**src/pkg/unr_cfg.svh**
```systemverilog
`ifndef UNR_CFG_SVH
`define UNR_CFG_SVH

// Global address decode
`define UNR_BASE_BLOCK    8'h02
`define UNR_BASE_NONBLOCK 8'h03
`define UNR_OFF_STAT1     8'h44
`define UNR_OFF_CTRL3     8'h46
`define UNR_OFF_DATA      8'h47

// Control three field positions
`define UNR_C3_RX9   7
`define UNR_C3_TX9   6
`define UNR_C3_DIR   5
`define UNR_C3_INV   4
`define UNR_C3_OVERRUN_IRQ_ENABLE  3
`define UNR_C3_NOISE_IRQ_ENABLE  2
`define UNR_C3_FRAMING_IRQ_ENABLE  1
`define UNR_C3_PARITY_IRQ_ENABLE  0

// Status one field positions
`define UNR_S1_TXSPACE 7
`define UNR_S1_RXFULL  5
`define UNR_S1_OVR     3

// Widths, depths and reset values
`define UNR_FIFO_DEPTH 16
`define UNR_TXW_BITS   9
`define UNR_CTRL_RST   7'h00
`define UNR_BYTE_RST   8'h00
`define UNR_ERR_RST    4'h0

`endif

```
**src/pkg/unr_pkg.sv**
```systemverilog
package unr_pkg;

   // Register bus request
   typedef struct packed {
      logic [15:0] addr;
      logic        wr;
      logic        rd;
      logic [7:0]  wdata;
   } unr_bus_t;

   // Character from the receive shifter
   typedef struct packed {
      logic       valid;
      logic       ninth;
      logic [7:0] data;
      logic       noise;
      logic       framing;
      logic       parity;
   } unr_rx_t;

   // Character toward the transmit shifter
   typedef struct packed {
      logic       ninth;
      logic [7:0] data;
   } unr_tx_t;

endpackage : unr_pkg

```
**src/design/unr_fifo.sv**
```systemverilog
`timescale 1ns/100ps
`default_nettype none

module unr_fifo #(
   parameter int WIDTH = 9,
   parameter int DEPTH = 16
) (
   input  wire logic             core_clk,  // Clock
   input  wire logic             reset,     // Async reset
   input  wire logic             inValid,   // Write request
   output logic                  inReady,   // Not full
   input  wire logic [WIDTH-1:0] inData,    // Write word
   output logic                  outValid,  // Not empty
   input  wire logic             outReady,  // Read request
   output logic      [WIDTH-1:0] outData    // Head word
);
   localparam int AW = $clog2(DEPTH);

   logic [WIDTH-1:0] mem [DEPTH];
   logic [AW-1:0]    wrPtr_q;
   logic [AW-1:0]    rdPtr_q;
   logic [AW:0]      count_q;
   logic             push;
   logic             pop;

   // Honest full and empty from the count
   assign inReady  = (count_q != (AW+1)'(DEPTH));
   assign outValid = (count_q != '0);
   assign outData  = mem[rdPtr_q];
   assign push     = inValid && inReady;
   assign pop      = outValid && outReady;

   // Storage
   always_ff @(posedge core_clk) begin
      if (push) begin
         mem[wrPtr_q] <= inData;
      end
   end

   // Pointers and fill level
   always_ff @(posedge core_clk or posedge reset) begin
      if (reset) begin
         wrPtr_q <= '0;
         rdPtr_q <= '0;
         count_q <= '0;
      end else begin
         if (push) wrPtr_q <= wrPtr_q + AW'(1);
         if (pop)  rdPtr_q <= rdPtr_q + AW'(1);
         count_q <= count_q + (AW+1)'(push) - (AW+1)'(pop);
      end
   end

endmodule : unr_fifo

`default_nettype wire

```
**src/design/unr_core.sv**
```systemverilog
`timescale 1ns/100ps
`default_nettype none
`include "unr_cfg.svh"

// What this block does
// - In nine-bit mode bit 7 of control three reads the ninth received bit.
// - In nine-bit mode bit 6 of control three is the ninth transmit bit above the written byte.
// - The whole nine-bit value is captured when the data port is written, so the ninth bit goes first.
// - The ninth transmit bit is kept between data writes and reused for every character.
// - In single-wire mode bit 5 of control three sets the transmit pin direction, 1 meaning output.
// - With bit 4 set every level on the transmit pin is inverted, idle and break included.
// - With bit 3 set the overrun flag requests an interrupt.
// - With bit 2 set the noise flag requests an interrupt.
// - With bit 1 set the framing error flag requests an interrupt.
// - With bit 0 set the parity error flag requests an interrupt.
// - The data port at 0x47 reads the receive buffer and writes the transmit buffer.
// - Data port reads also act as steps of the flag clearing sequences.
// - Offsets decode against base 0x0200 for blocking and 0x300 for non-blocking access.
// - Noise, framing and parity flags clear on a status read with the flag set then a data read.
module unr_core
   import unr_pkg::*;
(
   input  wire logic     core_clk,      // 100 MHz clock
   input  wire logic     reset,         // Async, active high
   input  wire unr_bus_t busReq,        // Register request
   output logic [7:0]    busRdata_q,    // Read data, next cycle
   input  wire logic     nineBitMode,   // Nine-bit format
   input  wire logic     loopSelect,    // Loop select
   input  wire logic     rxSrcSelect,   // Receiver source select
   input  wire unr_rx_t  rxIn,          // Received character
   output unr_tx_t       txWord_q,      // Character to shifter
   output logic          txValid_q,     // Character waiting
   input  wire logic     txReady,       // Shifter takes it
   input  wire logic     txLevel,       // Shifter line level
   output logic          txPinOut_q,    // Pin output value
   output logic          txPinOe_q,     // Pin output enable
   input  wire logic     txPinIn,       // Pin input value
   output logic          pinLevel_q,    // Synced pin level
   output logic          errIrq_q       // Error interrupt
);

   // Control three writable bits [6:0]
   logic [6:0] ctrl_q;
   logic [7:0] rxByte_q;
   logic       rxNinth_q;
   logic       rxFull_q;
   logic       armFull_q;
   logic [3:0] err_q;
   logic [3:0] errArm_q;
   logic [3:0] errSet;
   logic [3:0] errClr;
   logic       pinMeta_q;

   logic       hitBase;
   logic       hitStat;
   logic       hitCtrl;
   logic       hitData;
   logic       statRd;
   logic       dataRd;
   logic       dataWr;
   logic       ctrlWr;
   logic       rxAccept;
   logic       clrFull;

   logic       fifoInReady;
   logic       fifoOutValid;
   logic       fifoOutReady;
   logic [8:0] fifoOutData;
   unr_tx_t    pushWord;
   logic       singleWire;

   // Address decode against both global windows
   assign hitBase = (busReq.addr[15:8] == `UNR_BASE_BLOCK)
                 || (busReq.addr[15:8] == `UNR_BASE_NONBLOCK);
   assign hitStat = hitBase && (busReq.addr[7:0] == `UNR_OFF_STAT1);
   assign hitCtrl = hitBase && (busReq.addr[7:0] == `UNR_OFF_CTRL3);
   assign hitData = hitBase && (busReq.addr[7:0] == `UNR_OFF_DATA);
   assign statRd  = busReq.rd && hitStat;
   assign dataRd  = busReq.rd && hitData;
   assign dataWr  = busReq.wr && hitData;
   assign ctrlWr  = busReq.wr && hitCtrl;

   // Control three storage, ninth tx bit kept
   always_ff @(posedge core_clk or posedge reset) begin
      if (reset) begin
         ctrl_q <= `UNR_CTRL_RST;
      end else if (ctrlWr) begin
         ctrl_q <= busReq.wdata[6:0];
      end
   end

   // Flag clearing steps from data reads
   assign clrFull = dataRd && armFull_q;
   assign errClr  = dataRd ? errArm_q : `UNR_ERR_RST;

   // New character taken if buffer free or freed now
   assign rxAccept = rxIn.valid && (!rxFull_q || clrFull);
   assign errSet   = {rxIn.valid && !rxAccept,
                      rxAccept && rxIn.noise,
                      rxAccept && rxIn.framing,
                      rxAccept && rxIn.parity};

   // Receive buffer and ninth bit
   always_ff @(posedge core_clk or posedge reset) begin
      if (reset) begin
         rxByte_q  <= `UNR_BYTE_RST;
         rxNinth_q <= 1'b0;
      end else if (rxAccept) begin
         rxByte_q  <= rxIn.data;
         rxNinth_q <= rxIn.ninth & nineBitMode;
      end
   end

   // Buffer full flag, set wins over clear
   always_ff @(posedge core_clk or posedge reset) begin
      if (reset) begin
         rxFull_q <= 1'b0;
      end else begin
         rxFull_q <= rxAccept || (rxFull_q && !clrFull);
      end
   end

   // Error flags, set wins over clear
   always_ff @(posedge core_clk or posedge reset) begin
      if (reset) begin
         err_q <= `UNR_ERR_RST;
      end else begin
         err_q <= (err_q & ~errClr) | errSet;
      end
   end

   // Arming by a status read, dropped by a data read
   always_ff @(posedge core_clk or posedge reset) begin
      if (reset) begin
         errArm_q  <= `UNR_ERR_RST;
         armFull_q <= 1'b0;
      end else if (statRd) begin
         errArm_q  <= err_q;
         armFull_q <= rxFull_q;
      end else if (dataRd) begin
         errArm_q  <= `UNR_ERR_RST;
         armFull_q <= 1'b0;
      end
   end

   // Registered read data, unmapped reads zero
   always_ff @(posedge core_clk or posedge reset) begin
      if (reset) begin
         busRdata_q <= `UNR_BYTE_RST;
      end else if (busReq.rd) begin
         busRdata_q <= `UNR_BYTE_RST;
         if (hitCtrl) begin
            busRdata_q[6:0]         <= ctrl_q;
            busRdata_q[`UNR_C3_RX9] <= rxNinth_q & nineBitMode;
         end else if (hitData) begin
            busRdata_q <= rxByte_q;
         end else if (hitStat) begin
            busRdata_q[3:0]             <= err_q;
            busRdata_q[`UNR_S1_RXFULL]  <= rxFull_q;
            busRdata_q[`UNR_S1_TXSPACE] <= fifoInReady;
         end
      end
   end

   // Nine-bit word captured at the data write
   assign pushWord.ninth = nineBitMode & ctrl_q[`UNR_C3_TX9];
   assign pushWord.data  = busReq.wdata;

   // Transmit buffer queue, write dropped when full
   unr_fifo #(
      .WIDTH (`UNR_TXW_BITS),
      .DEPTH (`UNR_FIFO_DEPTH)
   ) u_txFifo (
      .core_clk (core_clk),
      .reset    (reset),
      .inValid  (dataWr),
      .inReady  (fifoInReady),
      .inData   (pushWord),
      .outValid (fifoOutValid),
      .outReady (fifoOutReady),
      .outData  (fifoOutData)
   );

   // Output stage refills when empty or taken
   assign fifoOutReady = !txValid_q || txReady;

   always_ff @(posedge core_clk or posedge reset) begin
      if (reset) begin
         txWord_q  <= '0;
         txValid_q <= 1'b0;
      end else if (fifoOutReady) begin
         txValid_q <= fifoOutValid;
         if (fifoOutValid) begin
            txWord_q <= fifoOutData;
         end
      end
   end

   // Pin level, polarity and direction
   assign singleWire = loopSelect && rxSrcSelect;

   always_ff @(posedge core_clk or posedge reset) begin
      if (reset) begin
         txPinOut_q <= 1'b1;
         txPinOe_q  <= 1'b0;
      end else begin
         txPinOut_q <= txLevel ^ ctrl_q[`UNR_C3_INV];
         txPinOe_q  <= singleWire ? ctrl_q[`UNR_C3_DIR]
                                  : 1'b1;
      end
   end

   // Two-flop sync of the pin input
   always_ff @(posedge core_clk or posedge reset) begin
      if (reset) begin
         pinMeta_q  <= 1'b1;
         pinLevel_q <= 1'b1;
      end else begin
         pinMeta_q  <= txPinIn;
         pinLevel_q <= pinMeta_q;
      end
   end

   // Error interrupt from gated flags
   always_ff @(posedge core_clk or posedge reset) begin
      if (reset) begin
         errIrq_q <= 1'b0;
      end else begin
         errIrq_q <= |(err_q & ctrl_q[3:0]);
      end
   end
endmodule : unr_core

`default_nettype wire

```
**config.mk**
```make
export PLATFORM = sky130hd
export DESIGN_NAME = unr_core
export DESIGN_NICKNAME = d
export VERILOG_FILES = /design/src/pkg/unr_pkg.sv /design/src/design/unr_fifo.sv /design/src/design/unr_core.sv
export VERILOG_INCLUDE_DIRS = /design/src /design/src/pkg
export SDC_FILE = /design/constraint.sdc
export NUM_CORES = 1
export LEC_CHECK = 0
export BUFFER_PORTS_ARGS = -buffer_cell sky130_fd_sc_hd__buf_2
export CAP_MARGIN = 20
export CORE_MARGIN = 5
export CORE_UTILIZATION = 40
export CTS_CLUSTER_DIAMETER = 60
export DETAILED_ROUTE_END_ITERATION = 6
export PLACE_DENSITY_LB_ADDON = 0.08
export RECOVER_POWER = 100
export SLEW_MARGIN = 20
export SYNTH_ARGS = -nofsm -noshare
export SYNTH_HDL_FRONTEND = slang
export SYNTH_SLANG_ARGS = --single-unit
```
**constraint.sdc**
```tcl
create_clock -name core_clk -period 4.22 [get_ports core_clk]
set_clock_uncertainty 0.1 [all_clocks]
set_input_delay 0 -clock core_clk [delete_from_list [all_inputs] [get_ports core_clk]]
set_output_delay 0 -clock core_clk [all_outputs]
set_load 0.01 [all_outputs]
```
# Word-level counts from Yosys, hierarchy flattened
# Memory sizes are Yosys's and may differ from the RTL's. A register that Yosys moved wholly into a read port is not among the register bits.
# Index checks and enable logic that the tools add are counted.
# Widths: inputs -> output; s select.
# totals
in_bits	47
output_inout_bits	22
ram_bits	144
wordCells	82
ff_bits	53
memories	1
# classes
n_reduce_logical	29
n_eq_ne	6
n_addsub	4
n_mux	17
bitwise	8
# memory_table
name	words	word_bits	read_ports	rd_clocked_by_memory_dff	write_ports	line_no	text
u_txFifo.mem	16	9	1	1	1	unr_fifo.sv:19	logic [WIDTH-1:0] mem [DEPTH];
# ops
operator	n
$eq 8x7->1 const B	3
$mux 4	5
$logic_and 1x1->1	17
$eq 8x2->1 const B	2
$mux 1	11
$add 4x1->4 const B	2
$and 4x4->4	2
$mux 8	1
$add 5x1->5	1
$ne 5x5->1 const B	1
$reduce_bool 5->1	1
$sub 5x1->5	1
$logic_not 1->1	4
$logic_or 1x1->1	4
$not 4->4	1
$or 4x4->4	1
$reduce_or 4->1	1
$and 1x1->1	3
$reduce_and 2->1	1
$reduce_bool 2->1	1
$xor 1x1->1	1

# Depth between registers and ports, before layout
# depth
word_depth	10
ltp_mapped	14
mapped_depth_nobuf	13

# By module
# Synthesis repeated with hierarchy kept, for this count alone.
# unflattened
hier_cells	512
hier_area_um2	8479.4
# by_module_without_submodules
module	seq_area_each_um2	cells_each	instances	area_per_inst_um2
unr_fifo	4649.5	349	1	6366.1
unr_core	1229.9	163	1	2113.3

# Least setup slack after synthesis
# Ideal clock, no wire load.
# synth_path
path_kind	register to register
start	reg u_txFifo.count_q[2]
end	reg u_txFifo.count_q[4]
stages_incl_launch_ff	15
arrival_time_ns	2.604
setup_time_ns	0.080
path_slack_ns	1.437
period_less_slack_ns	2.783
required_time_ns	4.040
path_buffers	1
cell_sequence	dfrtp_1 -> inv_1 -> ha_1 -> nor4b_1 -> a21oi_1 -> clkbuf_1 -> ha_1 -> inv_1 -> ha_1 -> inv_1 -> fa_1 -> inv_1 -> a21oi_1 -> o21bai_1 -> xnor2_1
# synth_between
word_cells_on_any_way	6
classes_between	2 x add/sub; 1 x eq/ne; 3 x reduce/logical
# synth_lines
item	line_no	text
start, declared	unr_fifo.sv:22	logic [AW:0] count_q;
start signal, assigned	unr_fifo.sv:49	count_q <= count_q + (AW+1)'(push) - (AW+1)'(pop);
$reduce_bool 5->1	unr_fifo.sv:28	assign outValid = (count_q != '0);
$logic_and 1x1->1	unr_fifo.sv:31	assign pop = outValid && outReady;
via u_txFifo.pop	unr_fifo.sv:24	logic pop;
$sub 5x1->5	unr_fifo.sv:49	
# The timed path passes the listed nets, and every way through them passes these cells.
# A chain may end at the register's enable or synchronous reset.

# Worst setup path after layout
# layout_path
start	in busReq[21] (netlist bit)
end	reg rxByte_q[4]
# layout_between
elab_chain_len	7
word_cells_on_any_way	8
classes_between	2 x eq/ne; 6 x reduce/logical
# layout_lines
item	line_no	text
start, declared	unr_core.sv:25	input wire unr_bus_t busReq,
$eq 8x2->1 (no source line)	-	
$logic_or 1x1->1 *	unr_core.sv:73	assign hitBase = (busReq.addr[15:8] == `UNR_BASE_BLOCK)
$logic_and 1x1->1 *	unr_core.sv:77	assign hitData = hitBase && (busReq.addr[7:0] == `UNR_OFF_DATA);
$logic_and 1x1->1 *	unr_core.sv:79	assign dataRd = busReq.rd && hitData;
$logic_and 1x1->1 *	unr_core.sv:93	assign clrFull = dataRd && armFull_q;
$logic_or 1x1->1 *	unr_core.sv:97	assign rxAccept = rxIn.valid && (!rxFull_q || clrFull);
$logic_and 1x1->1 *	unr_core.sv:97	
end signal, assigned	unr_core.sv:106	rxByte_q <= `UNR_BYTE_RST;
end signal, assigned	unr_core.sv:109	rxByte_q <= rxIn.data;
end, declared	unr_core.sv:44	logic [7:0] rxByte_q;
# Every way passes the cells marked *; elsewhere a longest branch is shown, timed or not.

==> metrics.txt <==
Top FF cell, synth edfxtp_1; worst slew margin relative to its limit 4.95%; RSZ-0062 raised after global routing false; die width 156 microns; pin count of the biggest net entering global routing 54; Syn. warnings 0; crit-path max FO 12; Vias/cell ~5.3; post-route ant nets 0; # DRC 0; core area 21000 sq um; number of global-route vias before repair ~5k; clk slew on worst S/H paths 0.06 ns; setup_tns 0 ns; Period minus WS final 3.63 ns; status completed; DP Area approximately 9000 sq um; die outline height 156 microns; clk_lat worst skew 0.51 ns; final hold violation count 0; Arr. time, crit path roughly 4 ns; Layout Utilization 49.3%; flops & latches, synth 206; CTS max path bufs 3; Avg Cell Area, Syn 17.2 sq um; TritonRoute pass-1 iters 4; Leakage between 3 and 4 nW; CTS tree built; GPL Wtd Cong slightly above 0.7; Initial Util 40.6%; post-route cell area a little over 10000 sq um; initial antenna violation count 0; drt wl/cell between 20 and 25 microns; DR iter-0 viols a little over 200; CTS Sinks 206; Critical Path RT 4.51 ns; CTS Buf Count 23; post-cts repair resize count 0; Via Count 4763; Max Slew Vio Count 0; FMAX 275 MHz; share of cells above drive strength 1 21.2%; Area growth syn-to-layout 21.5%; root buf cell clkbuf_16; row cnt 53; critical path class in2reg; crit share post-route 86.1%; Synth Net Count 554; DP HPWL 11.8 mm; # nets final 674; I/O pin count 69; Seq. cell area ~5900 sq um; worst hold path class in2reg; max_cap viols 0; PortBufs 67; Antenna diodes 0; number of distinct library cells after synthesis 58; worst ir drop on vdd around 0.00025 V; post-synthesis cell area about 8500 sq um; # H-tree levels 1; Post-synth EDFFs 144; Startpoint Class input port; GRT Util Overall 16.4%; PwrDens between 500 and 600 nW/um^2; Final setup viols 0; placed instance count 817; Finished Layout Cells 907; Multi-input gate area between 2000 and 2500 sq um; grt total ovfl 0; area of the die 24300 sq um; slew of the pin with the lowest slew margin 1.43 ns; fill count 1806; Synth Instances 495; sequential area share after synthesis 69.1%; Total Power Consumption 5.87 mW; first-pass GRT wire length 30.3 mm; critical path capture point type register; Post-synth ARST share 30.1%; final WL approximately 19 mm
## routing by layer
layer	part of all wire, %	track usage [%]	vias to the layer above
met1	44	22.8	2453
met5	0	0	-
met2	50	27.6	112
met4	1.3	3.17	0
li1	-	-	2175
met3	4.5	2.91	23
## per-stage QoR
step	hold slack, ns	worst slack (ns)
after floorplan	-0.0955	1.44
after global placement	-0.173	1.33
after detailed placement	-0.165	1.26
after CTS	0.0254	0.939
after global routing	0.0662	0.347
final	0.0669	0.587
## synth_stat cells, drive strengths merged (4+ instances only)
library cell	n	area share, %
o21ai	6	0.35
buf	14	1.0
o32ai	5	0.51
edfxtp	144	51
mux2i	10	1.2
o22ai	8	0.59
nand2b	4	0.29
dfrtp	59	17
nand4	8	0.77
xor2	6	0.62
inv	23	1.0
nand2	16	0.71
nand3	8	0.47
xnor2	5	0.51
mux2	18	2.7
a221o	5	0.59
a221oi	8	0.82
ha	11	1.6
mux4	36	9.5
clkbuf	11	0.49
and3	12	0.88
and2	13	0.96
nor2b	4	0.29
nor2	20	0.88
## cell families after synthesis
group,synth area share [%]
adders and majority gates,1.85
buffers and inverters,2.50
xor gates and xnor gates,1.13
AOI/OAI and AO/OA,4.71
and+or+nand+nor,7.27
muxes,13.4
DFF,69.1
## repair_timing
item / CTS / global route
hold endpoints to repair: 229 / 0
buffers inserted: 0 / 0
hold buffers: 48 / 0
## cell type report
type / count / area share [%]
sequential: 206 / 56.9
multi-input combinational: 241 / 22.9
timing repair buffer: 120 / 7.82
clock buffer: 30 / 6.31
tap: 275 / 3.33
clock inverter: 12 / 1.88
inverter: 23 / 0.836
## state kept, by name (all words and copies together) (netlist names), 5 cells and up
| signal | count |
|---|---|
| rxByte_q | 8 |
| u_txFifo.count_q | 5 |
| busRdata_q | 8 |
| ctrl_q | 7 |
| txWord_q | 9 |
| u_txFifo.mem | 144 |
## path summary, 6_finish.rpt
kind,startpoint,endpoint,slack (ns),depth (start not counted)
worst max register to register,u_txFifo.count_q[3]$_DFF_PP0_,u_txFifo.count_q[4]$_DFF_PP0_,0.74,14
min in group asynchronous,reset,txValid_q$_DFFE_PP0N_,0.50,4
max in group asynchronous,reset,u_txFifo.rdPtr_q[1]$_DFFE_PP0P_,1.71,5
worst min register to register,pinMeta_q$_DFF_PP1_,pinLevel_q$_DFF_PP1_,0.26,0
worst min-delay path,txPinIn,pinMeta_q$_DFF_PP1_,0.07,2
worst max-delay path,busReq[21],rxByte_q[4]$_DFFE_PP0P_,0.59,8
## layout by cell type, fill, tap and decap left out, types with 3 or more instances in the layout
master / instances
o32ai_1: 5
nor4b_1: 3
ha_1: 11
and2_0: 6
o21ai_0: 6
bufinv_16: 5
o22ai_1: 8
and2_1: 7
nor2b_1: 4
mux2i_1: 10
and3_1: 12
nand4_1: 7
a221o_1: 5
xnor2_1: 5
and3b_1: 3
a22o_1: 3
inv_1: 23
nand2_1: 16
mux2_2: 5
nand2b_1: 4
clkinv_2: 4
mux4_2: 36
mux2_1: 11
dfstp_2: 3
dfrtp_1: 58
clkbuf_1: 34
buf_2: 36
xor2_1: 6
buf_4: 3
nor2_1: 20
clkbuf_8: 5
clkbuf_16: 23
edfxtp_1: 144
dlygate4sd3_1: 48
a221oi_1: 8
nand3_1: 8
## critical path, cell delays in order
cell and delay, ns:
dlygate4sd3_1 0.54, buf_2 0.12, nor4b_1 0.48, dlygate4sd3_1 0.67, nand4_4 0.16, o31ai_2 1.01
mux2_1 0.38, dlygate4sd3_1 0.55
## report_power, final
part           total, mW  internal (mW)  switching (mW)
clock network       2.20           1.40           0.808
registers           2.50           2.30           0.199
logic               1.17          0.614           0.552
Power figures use the tool's default switching activity.
